**src/core/agcts_cfg.svh**
```systemverilog
`ifndef AGCTS_CFG_SVH
`define AGCTS_CFG_SVH

// register indices; byte address is four times the index
`define AGCTS_IDX_LOOP_CFG 10'h01E
`define AGCTS_IDX_STATIC 10'h01F
`define AGCTS_IDX_TX_CTRL 10'h020
`define AGCTS_IDX_GAIN_STAT 10'h03F

// clock
`define AGCTS_CLK_PERIOD_NS 40

// gain_loop_config fields
`define AGCTS_VREF_HI 15
`define AGCTS_VREF_LO 14
`define AGCTS_PER_HI 13
`define AGCTS_PER_LO 4
`define AGCTS_SRC_BIT 3
`define AGCTS_LOAD_BIT 2
`define AGCTS_FIX_BIT 1
`define AGCTS_EN_BIT 0

// gain_static_values fields
`define AGCTS_RDR_HI 19
`define AGCTS_RDR_LO 10
`define AGCTS_CRD_HI 9
`define AGCTS_CRD_LO 0

// transmit_shaping_control fields
`define AGCTS_DRV_BIT 26
`define AGCTS_AMP_HI 25
`define AGCTS_AMP_LO 24
`define AGCTS_OVR_HI 23
`define AGCTS_OVR_LO 19
`define AGCTS_MAX_BIT 18
`define AGCTS_RES_HI 17
`define AGCTS_RES_LO 13
`define AGCTS_BYP_BIT 12
`define AGCTS_SLEW_HI 11
`define AGCTS_SLEW_LO 8
`define AGCTS_FALL_HI 7
`define AGCTS_FALL_LO 4
`define AGCTS_RISE_HI 3
`define AGCTS_RISE_LO 0

// gain status fields
`define AGCTS_STAT_LOOP_BIT 10
`define AGCTS_STAT_LEVEL_BIT 11

// reset and limit values
`define AGCTS_VREF_RST 2'h2
`define AGCTS_PER_RST 10'h200
`define AGCTS_SRC_RST 1'h0
`define AGCTS_FIX_RST 1'h1
`define AGCTS_EN_RST 1'h1
`define AGCTS_GAIN_RST 10'h000
`define AGCTS_GAIN_MAX 10'h3FF
`define AGCTS_AMP_MAX 2'h3
`define AGCTS_PER_MIN 10'h004

`endif

```
**src/core/agcts_pkg.sv**
```systemverilog
package agcts_pkg;
  typedef logic [9:0] agcts_gain_type;
  typedef enum logic [2:0] {
    SEL_LOOP_CFG = 3'b000,
    SEL_STATIC = 3'b001,
    SEL_TX_CTRL = 3'b010,
    SEL_GAIN_STAT = 3'b011,
    SEL_NONE = 3'b100
  } agcts_sel_type;
endpackage

```
**src/core/agcts_period_timer.sv**
```systemverilog
`timescale 1ns/1ps
module agcts_period_timer #(
  parameter int PER_W = 10
) (
  input wire logic clk_sys,
  input wire logic reset,
  input wire logic enable,
  input wire logic [PER_W-1:0] period,
  output logic tick
);
  logic [PER_W-1:0] cnt_ff;
  logic tick_ff;

  // one tick every period+1 cycles while enabled
  always_ff @(posedge clk_sys) begin
    if (reset || !enable) begin
      cnt_ff <= period;
      tick_ff <= 1'h0;
    end else if (cnt_ff == '0) begin
      cnt_ff <= period;
      tick_ff <= 1'h1;
    end else begin
      cnt_ff <= cnt_ff - 1'b1;
      tick_ff <= 1'h0;
    end
  end

  assign tick = tick_ff;
endmodule

```
**src/core/agcts_regs.sv**
```systemverilog
// Local design decision: the APB slave port.
`timescale 1ns/1ps
`include "agcts_cfg.svh"
module agcts_regs #(
  parameter int PADDR_W = 12
) (
  input wire logic clk_sys,
  input wire logic reset,
  input wire logic psel,
  input wire logic penable,
  input wire logic pwrite,
  input wire logic [PADDR_W-1:0] paddr,
  input wire logic [31:0] pwdata,
  output logic [31:0] prdata,
  output logic pready,
  output logic pslverr,
  input wire logic rx_level_above_ref,
  input wire logic overshoot_active,
  input wire logic single_pump_mode,
  output logic [1:0] gain_reference_select,
  output logic [9:0] gain_value,
  output logic gain_loop_active,
  output logic load_mod_driver_select,
  output logic [1:0] card_carrier_amplitude,
  output logic card_carrier_force_max,
  output logic [4:0] residual_carrier,
  output logic [3:0] shunt_slew_rate,
  output logic shaping_bypass,
  output logic [3:0] fall_edge_tau,
  output logic [3:0] rise_edge_tau
);
  // gain_loop_config
  logic [1:0] vref_ff;
  logic [9:0] period_ff;
  logic src_sel_ff;
  logic fixed_src_ff;
  logic loop_en_ff;
  logic load_ff;
  // gain_static_values
  agcts_pkg::agcts_gain_type reader_gain_ff;
  agcts_pkg::agcts_gain_type card_gain_ff;
  // transmit_shaping_control
  logic drv_sel_ff;
  logic [1:0] amp_ff;
  logic [4:0] ovres_ff;
  logic force_max_ff;
  logic [4:0] res_ff;
  logic bypass_ff;
  logic [3:0] slew_ff;
  logic [3:0] fall_ff;
  logic [3:0] rise_ff;
  // divider and outputs
  agcts_pkg::agcts_gain_type gain_ff;
  logic level_meta_ff;
  logic level_sync_ff;
  logic [1:0] amp_out_ff;
  logic [4:0] res_out_ff;
  logic [3:0] fall_out_ff;
  logic [3:0] rise_out_ff;
  // bus
  logic [31:0] prdata_ff;
  logic pready_ff;
  logic pslverr_ff;
  logic [31:0] nxt_prdata;
  agcts_pkg::agcts_sel_type sel;
  logic setup;
  logic wr_cfg;
  logic wr_val;
  logic wr_tx;
  logic tick;
  agcts_pkg::agcts_gain_type static_sel;

  function automatic agcts_pkg::agcts_sel_type decode(input logic [PADDR_W-1:0] a);
    logic [PADDR_W-1:0] cfg_a;
    logic [PADDR_W-1:0] val_a;
    logic [PADDR_W-1:0] tx_a;
    logic [PADDR_W-1:0] st_a;
    cfg_a = PADDR_W'({`AGCTS_IDX_LOOP_CFG, 2'h0});
    val_a = PADDR_W'({`AGCTS_IDX_STATIC, 2'h0});
    tx_a = PADDR_W'({`AGCTS_IDX_TX_CTRL, 2'h0});
    st_a = PADDR_W'({`AGCTS_IDX_GAIN_STAT, 2'h0});
    if (a == cfg_a) begin
      decode = agcts_pkg::SEL_LOOP_CFG;
    end else if (a == val_a) begin
      decode = agcts_pkg::SEL_STATIC;
    end else if (a == tx_a) begin
      decode = agcts_pkg::SEL_TX_CTRL;
    end else if (a == st_a) begin
      decode = agcts_pkg::SEL_GAIN_STAT;
    end else begin
      decode = agcts_pkg::SEL_NONE;
    end
  endfunction

  assign sel = decode(paddr);
  assign setup = psel && !penable;
  assign wr_cfg = psel && penable && pready_ff && pwrite && (sel == agcts_pkg::SEL_LOOP_CFG);
  assign wr_val = psel && penable && pready_ff && pwrite && (sel == agcts_pkg::SEL_STATIC);
  assign wr_tx = psel && penable && pready_ff && pwrite && (sel == agcts_pkg::SEL_TX_CTRL);
  assign static_sel = src_sel_ff ? reader_gain_ff : card_gain_ff;

  // apb answer: one access cycle, no wait states
  always_ff @(posedge clk_sys) begin
    if (reset) begin
      pready_ff <= 1'h0;
      pslverr_ff <= 1'h0;
      prdata_ff <= 32'h0000_0000;
    end else begin
      pready_ff <= setup;
      pslverr_ff <= setup && (sel == agcts_pkg::SEL_NONE);
      prdata_ff <= setup && !pwrite ? nxt_prdata : 32'h0000_0000;
    end
  end

  // read mux; unlisted bits stay zero
  always_comb begin
    nxt_prdata = 32'h0000_0000;
    case (sel)
      agcts_pkg::SEL_LOOP_CFG: begin
        nxt_prdata[`AGCTS_VREF_HI:`AGCTS_VREF_LO] = vref_ff;
        nxt_prdata[`AGCTS_PER_HI:`AGCTS_PER_LO] = period_ff;
        nxt_prdata[`AGCTS_SRC_BIT] = src_sel_ff;
        nxt_prdata[`AGCTS_FIX_BIT] = fixed_src_ff;
        nxt_prdata[`AGCTS_EN_BIT] = loop_en_ff;
      end
      agcts_pkg::SEL_STATIC: begin
        nxt_prdata[`AGCTS_RDR_HI:`AGCTS_RDR_LO] = reader_gain_ff;
        nxt_prdata[`AGCTS_CRD_HI:`AGCTS_CRD_LO] = card_gain_ff;
      end
      agcts_pkg::SEL_TX_CTRL: begin
        nxt_prdata[`AGCTS_DRV_BIT] = drv_sel_ff;
        nxt_prdata[`AGCTS_AMP_HI:`AGCTS_AMP_LO] = amp_ff;
        nxt_prdata[`AGCTS_OVR_HI:`AGCTS_OVR_LO] = ovres_ff;
        nxt_prdata[`AGCTS_MAX_BIT] = force_max_ff;
        nxt_prdata[`AGCTS_RES_HI:`AGCTS_RES_LO] = res_ff;
        nxt_prdata[`AGCTS_BYP_BIT] = bypass_ff;
        nxt_prdata[`AGCTS_SLEW_HI:`AGCTS_SLEW_LO] = slew_ff;
        nxt_prdata[`AGCTS_FALL_HI:`AGCTS_FALL_LO] = fall_ff;
        nxt_prdata[`AGCTS_RISE_HI:`AGCTS_RISE_LO] = rise_ff;
      end
      agcts_pkg::SEL_GAIN_STAT: begin
        nxt_prdata[9:0] = gain_ff;
        nxt_prdata[`AGCTS_STAT_LOOP_BIT] = loop_en_ff;
        nxt_prdata[`AGCTS_STAT_LEVEL_BIT] = level_sync_ff;
      end
      default: begin
        nxt_prdata = 32'h0000_0000;
      end
    endcase
  end

  // loop configuration
  always_ff @(posedge clk_sys) begin
    if (reset) begin
      vref_ff <= `AGCTS_VREF_RST;
      period_ff <= `AGCTS_PER_RST;
      src_sel_ff <= `AGCTS_SRC_RST;
      fixed_src_ff <= `AGCTS_FIX_RST;
      loop_en_ff <= `AGCTS_EN_RST;
    end else if (wr_cfg) begin
      vref_ff <= pwdata[`AGCTS_VREF_HI:`AGCTS_VREF_LO];
      period_ff <= pwdata[`AGCTS_PER_HI:`AGCTS_PER_LO];
      src_sel_ff <= pwdata[`AGCTS_SRC_BIT];
      fixed_src_ff <= pwdata[`AGCTS_FIX_BIT];
      loop_en_ff <= pwdata[`AGCTS_EN_BIT];
    end
  end

  // load strobe lives one cycle and clears itself
  always_ff @(posedge clk_sys) begin
    if (reset) begin
      load_ff <= 1'h0;
    end else begin
      load_ff <= wr_cfg && pwdata[`AGCTS_LOAD_BIT];
    end
  end

  // static gains
  always_ff @(posedge clk_sys) begin
    if (reset) begin
      reader_gain_ff <= `AGCTS_GAIN_RST;
      card_gain_ff <= `AGCTS_GAIN_RST;
    end else if (wr_val) begin
      reader_gain_ff <= pwdata[`AGCTS_RDR_HI:`AGCTS_RDR_LO];
      card_gain_ff <= pwdata[`AGCTS_CRD_HI:`AGCTS_CRD_LO];
    end
  end

  // transmit shaping
  always_ff @(posedge clk_sys) begin
    if (reset) begin
      drv_sel_ff <= 1'h0;
      amp_ff <= 2'h0;
      ovres_ff <= 5'h00;
      force_max_ff <= 1'h0;
      res_ff <= 5'h00;
      bypass_ff <= 1'h0;
      slew_ff <= 4'h0;
      fall_ff <= 4'h0;
      rise_ff <= 4'h0;
    end else if (wr_tx) begin
      drv_sel_ff <= pwdata[`AGCTS_DRV_BIT];
      amp_ff <= pwdata[`AGCTS_AMP_HI:`AGCTS_AMP_LO];
      ovres_ff <= pwdata[`AGCTS_OVR_HI:`AGCTS_OVR_LO];
      force_max_ff <= pwdata[`AGCTS_MAX_BIT];
      res_ff <= pwdata[`AGCTS_RES_HI:`AGCTS_RES_LO];
      bypass_ff <= pwdata[`AGCTS_BYP_BIT];
      slew_ff <= pwdata[`AGCTS_SLEW_HI:`AGCTS_SLEW_LO];
      fall_ff <= pwdata[`AGCTS_FALL_HI:`AGCTS_FALL_LO];
      rise_ff <= pwdata[`AGCTS_RISE_HI:`AGCTS_RISE_LO];
    end
  end

  // effective transmit settings
  always_ff @(posedge clk_sys) begin
    if (reset) begin
      amp_out_ff <= 2'h0;
      res_out_ff <= 5'h00;
      fall_out_ff <= 4'h0;
      rise_out_ff <= 4'h0;
    end else begin
      amp_out_ff <= force_max_ff ? `AGCTS_AMP_MAX : amp_ff;
      res_out_ff <= overshoot_active ? ovres_ff : res_ff;
      fall_out_ff <= single_pump_mode ? fall_ff : 4'h0;
      rise_out_ff <= (single_pump_mode && !bypass_ff) ? rise_ff : 4'h0;
    end
  end

  // comparator pin synchroniser
  always_ff @(posedge clk_sys) begin
    if (reset) begin
      level_meta_ff <= 1'h0;
      level_sync_ff <= 1'h0;
    end else begin
      level_meta_ff <= rx_level_above_ref;
      level_sync_ff <= level_meta_ff;
    end
  end

  // update interval; period below 4 is not supported by software
  agcts_period_timer #(
    .PER_W(10)
  ) u_timer (
    .clk_sys(clk_sys),
    .reset(reset),
    .enable(loop_en_ff),
    .period(period_ff),
    .tick(tick)
  );

  // receive divider: load wins, else closed-loop step, else frozen
  always_ff @(posedge clk_sys) begin
    if (reset) begin
      gain_ff <= `AGCTS_GAIN_RST;
    end else if (load_ff) begin
      gain_ff <= static_sel;
    end else if (loop_en_ff && tick) begin
      if (level_sync_ff && gain_ff != `AGCTS_GAIN_MAX) begin
        gain_ff <= gain_ff + 10'h001;
      end else if (!level_sync_ff && gain_ff != `AGCTS_GAIN_RST) begin
        gain_ff <= gain_ff - 10'h001;
      end
    end
  end

  assign prdata = prdata_ff;
  assign pready = pready_ff;
  assign pslverr = pslverr_ff;
  assign gain_reference_select = vref_ff;
  assign gain_value = gain_ff;
  assign gain_loop_active = loop_en_ff;
  assign load_mod_driver_select = drv_sel_ff;
  assign card_carrier_amplitude = amp_out_ff;
  assign card_carrier_force_max = force_max_ff;
  assign residual_carrier = res_out_ff;
  assign shunt_slew_rate = slew_ff;
  assign shaping_bypass = bypass_ff;
  assign fall_edge_tau = fall_out_ff;
  assign rise_edge_tau = rise_out_ff;
endmodule

```
**config.mk**
```make
export PLATFORM = sky130hd
export DESIGN_NAME = agcts_regs
export DESIGN_NICKNAME = d
export VERILOG_FILES = /design/src/core/agcts_pkg.sv /design/src/core/agcts_period_timer.sv /design/src/core/agcts_regs.sv
export VERILOG_INCLUDE_DIRS = /design/src /design/src/core
export SDC_FILE = /design/constraint.sdc
export NUM_CORES = 1
export LEC_CHECK = 0
export ABC_AREA = 1
export BUFFER_PORTS_ARGS = -buffer_cell sky130_fd_sc_hd__buf_2
export CORE_MARGIN = 4
export CORE_UTILIZATION = 40
export DETAILED_ROUTE_END_ITERATION = 7
export GPL_TIMING_DRIVEN = 0
export PLACE_DENSITY_LB_ADDON = 0.08
export SYNTH_ARGS = -nofsm -noshare
export SYNTH_HDL_FRONTEND = slang
export SYNTH_HIERARCHICAL = 1
export SYNTH_SLANG_ARGS = --single-unit
```
**constraint.sdc**
```tcl
create_clock -name clk_sys -period 3.6 [get_ports clk_sys]
set_input_delay 0.18 -clock clk_sys [delete_from_list [all_inputs] [get_ports clk_sys]]
set_output_delay 0.18 -clock clk_sys [all_outputs]
set_load 0.01 [all_outputs]
```
# ---- After elaboration in Yosys (flattened, before gate mapping)
# Index checks and enable logic that the tools add are counted.
# W data, S select, Z words.
dict set report word_totals {
  regBits 135
  latch_bits 0
  ram_bits 0
  romBits 0
  in_bits 52
  wordCells 96
  mem_count 0
}
dict set report classes {
  addsub 3
  mul 0
  n_div 0
  n_lt_le_gt_ge 0
  n_eq_ne 9
  shifts 0
  muxes 19
  bitwise 4
  n_reduce_logical 30
}
# op n
set ops {}
lappend ops {{$mux W10} 7}
lappend ops {{$pmux W9 S4} 1}
lappend ops {{$eq A12 B7 Y1 const B} 2}
lappend ops {{$eq A12 B8 Y1 const B} 2}
lappend ops {{$sub A10 B1 Y10 const B} 2}
lappend ops {{$logic_and A1 B1 Y1} 14}
lappend ops {{$mux W3} 4}
lappend ops {{$pmux W4 S3} 1}
lappend ops {{$add A10 B1 Y10 const B} 1}
lappend ops {{$logic_not A10 Y1} 1}
lappend ops {{$ne A10 B10 Y1 const B} 1}
lappend ops {{$reduce_bool A10 Y1} 1}
lappend ops {{$pmux W2 S4} 1}
lappend ops {{$pmux W4 S2} 1}
lappend ops {{$eq A3 B2 Y1 const B} 2}
lappend ops {{$reduce_or A2 Y1} 3}
lappend ops {{$logic_not A1 Y1} 5}
lappend ops {{$mux W5} 1}
lappend ops {{$not A1 Y1} 4}
lappend ops {{$eq A3 B1 Y1 const B} 1}
lappend ops {{$eq A3 B3 Y1 const B} 1}
lappend ops {{$logic_not A3 Y1} 1}
lappend ops {{$pmux W1 S3} 1}
lappend ops {{$reduce_bool A3 Y1} 1}
lappend ops {{other kinds (6)} 6}

# ---- Logic depth before layout (Yosys ltp)
# Gate-level depths: netlist of the first run.
dict set report logic_depth {
  depth_word 8
  ltp_mapped 15
}

# ---- Modules after synthesis
# The synthesis of the first run kept the hierarchy.
# module n_inst cells_each area_each_um2
set by_module_without_submodules {}
lappend by_module_without_submodules {agcts_regs 1 720 5226.3}
lappend by_module_without_submodules {agcts_period_timer 1 87 660.6}

# ---- Least setup slack after synthesis of the first run
# Ideal clock, no wire load.
dict set report synth_path {
  path_type {register to register}
  startpoint {register gain_ff[0] (netlist: gain_value[0])}
  endpoint {register gain_ff[8] (netlist: gain_value[8])}
  setup_time_ns 0.114
  arrival_time_ns 2.106
  t_required_ns 3.486
  path_slack_ns 1.380
  stages_incl_launch_ff 13
  n_path_buf 0
  path_cell_list {dfxtp_1 > nand2_1 > nor2_1 > nand3_1 > nand2_1 > ha_1 > a21oi_1 > nand2_1 > nand3_1 > nand2_1 > or2_2 > a21oi_1 > nor2_1}
}
dict set report synth_between {
  elab_chain_cells 5
  word_cells_on_any_way 12
}
# item line_no
set synth_rtl {}
lappend synth_rtl {{from (decl)} agcts_regs.sv:53} ;# agcts_pkg::agcts_gain_type gain_ff;
lappend synth_rtl {{from (signal assigned)} agcts_regs.sv:254} ;# gain_ff <= `AGCTS_GAIN_RST;
lappend synth_rtl {{from (signal assigned)} agcts_regs.sv:256} ;# gain_ff <= static_sel;
lappend synth_rtl {{from (signal assigned)} agcts_regs.sv:259} ;# gain_ff <= gain_ff + 10'h001;
lappend synth_rtl {{$sub A10 B1 Y10 / $ne A10 B10 Y1 (equally long branches)} -}
lappend synth_rtl {{$mux W10 / $logic_and A1 B1 Y1 (equally long branches)} -}
lappend synth_rtl {{$mux W10} agcts_regs.sv:258} ;# if (level_sync_ff && gain_ff != `AGCTS_GAIN_MAX) begin
lappend synth_rtl {{$mux W10} agcts_regs.sv:257} ;# end else if (loop_en_ff && tick) begin
lappend synth_rtl {{$mux W10} agcts_regs.sv:255} ;# end else if (load_ff) begin
# Parallel ways exist; a longest one is shown, timed or not. The select of a mux whose other input is x is not followed.
# A chain may end at the register's enable or synchronous reset.

# ---- Final worst setup path of the first run
# Same ends and word-level chain as after synthesis.

==> results of run 1 <==
cells by family after synthesis:
logic type               after synthesis  share of synthesized area, %
XOR/XNOR                               4                         0.595
AND/OR/NAND/NOR                      341                          26.2
buffers and inverters                139                          10.4
other                                  1                        0.0637
adder cells (fa/ha/maj)               10                          2.25
flip-flops                           130                          44.2
AO/OA/AOI/OAI                        182                          16.3
per-layer routing:
metal | track usage (%) | up-vias | wire, um
met1 | 30.0 | 2582 | 8520
li1 | - | 2862 | -
met4 | 8.40 | 0 | 446
met3 | 5.52 | 31 | 1080
met2 | 35.9 | 163 | 8300
met5 | 0 | - | 0
Yosys cell counts, types with 2 or more instances:
master and n:
dfxtp_1 130, nor2_1 123, nand2_1 121, inv_1 95, o21ai_0 90, a21oi_1 75, nand3_1 33, nor3_1 27
clkbuf_1 16, ha_1 9, buf_4 7, nand4_1 7, inv_2 6, nand2_2 6, buf_2 5, buf_6 5
o21ai_2 5, nand2_4 4, nor2_2 4, nand3_2 3, o32ai_1 3, xor2_1 3, a21oi_2 2, a31oi_1 2
buf_1 2, clkbuf_2 2, nand3_4 2, nor2_4 2, nor3_4 2, nor4_1 2, o21ai_1 2, or2_2 2
per-stage QoR:
stage / std cells / total power [mW]
final: 1138 / 3.46
after global placement: 1104 / 1.79
after CTS: 1137 / 3.48
after detailed placement: 1104 / 1.79
after floorplan: 811 / 1.71
after global routing: 1137 / 3.57
registers in the layout (all words and copies together) (netlist names), 4 cells and up:
| register | count |
|---|---|
| card_gain_ff | 10 |
| fall_edge_tau | 4 |
| fall_ff | 4 |
| gain_value | 10 |
| ovres_ff | 5 |
| period_ff | 10 |
| prdata | 27 |
| reader_gain_ff | 10 |
| res_ff | 5 |
| residual_carrier | 5 |
| rise_edge_tau | 4 |
| rise_ff | 4 |
| shunt_slew_rate | 4 |
| u_timer/cnt_ff | 10 |
layout make-up:
cell class / instances / area [sq um]
Buffer: 38 / 231
Antenna cell: 1 / 2.50
Inverter: 101 / 379
Timing Repair Buffer: 111 / 566
Fill cell: 1492 / 7200
Clock inverter: 13 / 138
Sequential cell: 130 / 2600
Clock buffer: 18 / 439
Tap cell: 184 / 230
Multi-Input combinational cell: 542 / 2690
power groups by stage:
stage	combinational [mW]	sequential (mW)	clock, mW
after floorplan	0.189	1.52	0
after global placement	0.267	1.52	0
after detailed placement	0.269	1.52	0
after CTS	0.272	1.49	1.71
after global routing	0.308	1.49	1.77
final	0.271	1.49	1.70
worst min-delay path by stage:
stage / depth (start not counted) / to / startpoint
2_1_floorplan: 1 / u_timer/tick$_SDFF_PP0_ / reset
3_3_place_gp: 2 / level_sync_ff$_SDFF_PP0_ / level_meta_ff$_SDFF_PP0_
3_5_place_dp: 2 / level_sync_ff$_SDFF_PP0_ / level_meta_ff$_SDFF_PP0_
4_1_cts: 3 / pready$_SDFF_PP0_ / psel
5_1_grt: 3 / pready$_SDFF_PP0_ / psel
6_report: 3 / pready$_SDFF_PP0_ / psel
worst min-delay path: stages:
cell and delay, ns:
buf_2 0.11, nand2_1 0.06, nor2_1 0.05
==> flow_summary.ini, run 1 <==
[placement]
io_buffers = 109
pre_cts_slack_ns = 1.03
place_congestion = 0.853
place_area_sq_um = 6680
dp_hpwl_um = 13700

[floorplanning]
fp.dieW_um = 129
die_h_um = 129
io_pins = 121
die_area_sq_um = 16700
start_util_pct = 40.7
core_area_sq_um = 14500
num_rows = 44

[clocking]
clkTransAtPathRegs_ns = 0.06
cts_buffers = 17
cts_buffer_depth = 2
cts_resized = 0
cts_setup_buffers = 0
hold_buffers = 2
cts_max_level = 4
root_buffer = clkbuf_16
cts.sinks = 130
clock_latency_ns = 0.43
cts_tree = built

[detailed_routing]
routed_via_density = 4.95
remaining_drc_errors = 0
routed_wl_um = 18300
ant_nets = 0
wl_per_cell_um = 16.1
first_pass_iters = 5
vias = 5638
dr.first_iter.drc_count = 381

[yosys]
synth_area_leaders = dfxtp_1 44%, nor2_1 7.8%, nand2_1 7.7%
yosysTopAreaCell = dfxtp_1
yosys_warnings = 6
syn_area_per_cell_sq_um = 7.29
ys_seq_area_share_pct = 44.2
ys_seq_elements = 130
synth.top_cell.area_share_pct = 44.2
synthesis.area_sq_um = 5890
async_reset_ff_share_pct = 0
syn_inst = 807
ys_types = 42
synth_flop_cell = dfxtp_1
synth-edff-count = 0

[pwr]
power.density_nw_per_um2 = 475
pwr-share-comb_pct = 7.8
p_int_mw = 2.60
clkPwrFrac_pct = 49.1
irDropWorstVdd_mv = 0.410
p_sw_uw = 858
seq_power_share_pct = 43.1
swShare_pct = 24.8
leakagePower_nw = 3.29

[worst_setup_path]
arrival_ns = 2.91
slowest_stage = dfxtp_1
critPathLaunchType = flop
worstSetupPathDepth = 12
critPathMaxFanout = 11
cp-endpoint = gain_value[8]$_SDFFE_PP0P_
path_common_cell = nand2_1
startpoint = gain_value[0]$_SDFFE_PP0P_
rrSetupSlack_ns = 1.01
cp_num_buf_inv = 0
path_class = flop to flop
r2r-start = gain_value[0]$_SDFFE_PP0P_
path_cells = nand2_1 -> nor2_1 -> nand3_1 -> nand2_1 -> ha_1 -> a21oi_1 -> nand2_1 -> nand3_1 -> nand2_1 -> or2_2 -> a21oi_1 -> nor2_1
cp_data_required_time_ns = 3.91
r2r_end = gain_value[8]$_SDFFE_PP0P_
ff2ff_path_depth = 12
critical_path.top_delay_family = simple AND/OR/NAND/NOR gates
endpoint_kind = flop
critPathMaxStageDelay_ns = 0.50

[flow_run]
cap_violations = 0

[global_route]
antenna_found_initial = 0
grt_pass1_wl_um = 29000
grt_max_degree = 17
gr-total-overflow = 0
grt_pass1_vias = 5445
grt_usage_pct = 22.6

[sta]
timing.fmax_ghz = 0.386
setup_ws_ns = 1.01
period_needed_ns = 2.59
hold_viol_final = 0
finClkSkew_ns = 0.00737
rsz0062_at_grt = false
tightest_slew_ns = 0.633
maxSlewViolCount = 0
finalCritPeriodShare_pct = 72.0
final-setup-viol-count = 0
maxSlewHeadroom_pct = 57.8
hold_ws_ns = 0.0117
tns_ns = 0

[outcome]
status = finished, final reports clean

[cells_and_area]
syn_to_final_growth_pct = 23.6
fin_util_pct = 50.3
final_layout_size_suffix_gt1_share_pct = 21.0
final_nets = 1003
final_cell_mix = 130 x dfxtp_1, 123 x nor2_1, 121 x nand2_1, 114 x buf_2, 95 x inv_1
mostFrequentLayoutCell = dfxtp_1
stdcell_area_sq_um = 7280

[min_path]
worst_hold_path_type = primary input to flop
(Power assumes the default switching activity.)
==> inputs of run 2 (changes only) <==
==> constraint.sdc (replaced) <==
create_clock -name clk_sys -period 2.64 [get_ports clk_sys]
set_input_delay 0.132 -clock clk_sys [delete_from_list [all_inputs] [get_ports clk_sys]]
set_output_delay 0.132 -clock clk_sys [all_outputs]
set_load 0.01 [all_outputs]
==> flow_summary.ini, run 2 (synthesis results as in run 1) <==
[global_route]
grt_pass1_vias = 5530
grt_usage_pct = 22.8
grt_use_met3_pct = 5.23
gr-total-overflow = 0
grt_pass1_wl_um = 29200
busiest_layer = met2
grt_util_met2_pct = 36.6
use_met1_pct = 30.0
antenna_found_initial = 0
grt_max_degree = 17

[worst_setup_path]
critPathMaxFanout = 11
arrival_ns = 2.72
critPathLaunchType = flop
cp_data_required_time_ns = 2.95
endpoint_kind = flop
path_class = flop to flop

[sta]
hold_ws_ns = -0.00110
tns_ns = 0
hold_viol_final = 1
timing.fmax_ghz = 0.415
tightest_slew_ns = 0.627
finClkSkew_ns = 0.00690
finalCritPeriodShare_pct = 91.3
rsz0062_at_grt = false
final-setup-viol-count = 0
period_needed_ns = 2.41
maxSlewViolCount = 0
maxSlewHeadroom_pct = 58.2

[clocking]
root_buffer = clkbuf_16
clock_latency_ns = 0.42
cts_setup_buffers = 0
cts_max_level = 4
cts.sinks = 130
clkTransAtPathRegs_ns = 0.06
cts_buffers = 17
cts_buffer_depth = 2
cts_tree = built

[min_path]
worst_hold_path_type = primary input to flop

[cells_and_area]
fin_util_pct = 51.9
nFillCells = 1474
stdcell_area_sq_um = 7510
final_layout_size_suffix_gt1_share_pct = 20.7
mostFrequentLayoutCell = dfxtp_1
final_cell_mix = 129 x dfxtp_1, 123 x nor2_1, 120 x nand2_1, 114 x buf_2, 95 x inv_1
final_nets = 1026
antennaDiodeCount = 0
syn_to_final_growth_pct = 27.5
layoutNonFillerInstCount = 1160
largest_reg_flops = 27

[detailed_routing]
first_pass_iters = 5
ant_nets = 0
wl_per_cell_um = 15.9
vias = 5714
remaining_drc_errors = 0
routed_via_density = 4.93
dr.first_iter.drc_count = 337
routed_wl_um = 18400

[placement]
io_buffers = 109
dp_hpwl_um = 13700
placed_cells = 1104
place_congestion = 0.853
place_area_sq_um = 6680

[flow_run]
cap_violations = 0

[floorplanning]
num_rows = 44
fp.dieW_um = 129
die_h_um = 129
core_area_sq_um = 14500
die_area_sq_um = 16700
start_util_pct = 40.7
io_pins = 121

[pwr]
leakagePower_nw = 3.39
total_power_mw = 4.74
power.density_nw_per_um2 = 631
irDropWorstVdd_mv = 0.566

[outcome]
status = complete, but fails checks
violations = hold timing
[run 2: changes by cell type in the layout (fill, tap and decap cells not counted)]
cell,before,now
dfxtp_2,0,1
dlygate4sd3_1,2,25
nand2_2,6,7
diode_2,1,0
dfxtp_1,130,129
nand2_1,121,120
[run 2: stage by stage]
step | setup WS [ns] | hold slack [ns]
final | 0.230 | -0.00110
after global routing | 0.0402 | 0.0114
after CTS | 0.0632 | 0.000855
after detailed placement | 0.0738 | 0.363
after global placement | 0.0743 | 0.352
after floorplan | 0.420 | 0.211
[run 2: worst paths after layout]
| kind | depth (start not counted) | start | slack (ns) | to |
|---|---|---|---|---|
| worst min register to register | 2 | level_meta_ff$_SDFF_PP0_ | 0.41 | level_sync_ff$_SDFF_PP0_ |
| worst min-delay path | 3 | pwdata[21] | -0.001 | ovres_ff[2]$_SDFFE_PP0P_ |
| worst max register to register | 12 | gain_value[7]$_SDFFE_PP0P_ | 0.23 | gain_value[8]$_SDFFE_PP0P_ |
| worst max-delay path | 12 | gain_value[7]$_SDFFE_PP0P_ | 0.23 | gain_value[8]$_SDFFE_PP0P_ |
[run 2: report_power, final]
group          internal [mW]  switching, mW
sequential              2.00         0.0311
clock                   1.41          0.905
combinational          0.162          0.235
total                   3.57           1.17
[run 2: cell type report]
class | count | area [sq um] | area share (%)
Sequential cell | 130 | 2600 | 34.7
Clock buffer | 18 | 439 | 5.85
Inverter | 101 | 379 | 5.05
Tap cell | 184 | 230 | 3.07
Timing Repair Buffer | 134 | 796 | 10.6
Multi-Input combinational cell | 542 | 2690 | 35.8
Clock inverter | 13 | 138 | 1.83
Buffer | 38 | 231 | 3.08
[run 2: layer usage]
| layer | part of all wire (%) | vias to the layer above |
|---|---|---|
| met3 | 5.4 | 28 |
| met4 | 2.5 | 0 |
| met5 | 0 | - |
| met1 | 47 | 2625 |
| met2 | 45 | 149 |
| li1 | - | 2912 |
[run 2: critical path, cell delays in order, from the launching register on]
cell	delay [ns]
dfxtp_1	0.43
nand2_1	0.08
nor2_1	0.14
nand3_1	0.12
nand2_2	0.23
ha_1	0.34
a21oi_1	0.21
nand2_1	0.12
nand3_1	0.08
nand2_1	0.06
or2_2	0.27
a21oi_1	0.16
nor2_1	0.06
[run 2: repair_timing]
item                       CTS  global route
hold buffers                25             0
hold endpoints to repair    24             0
resized for setup            0             2
setup endpoints to repair    0             7
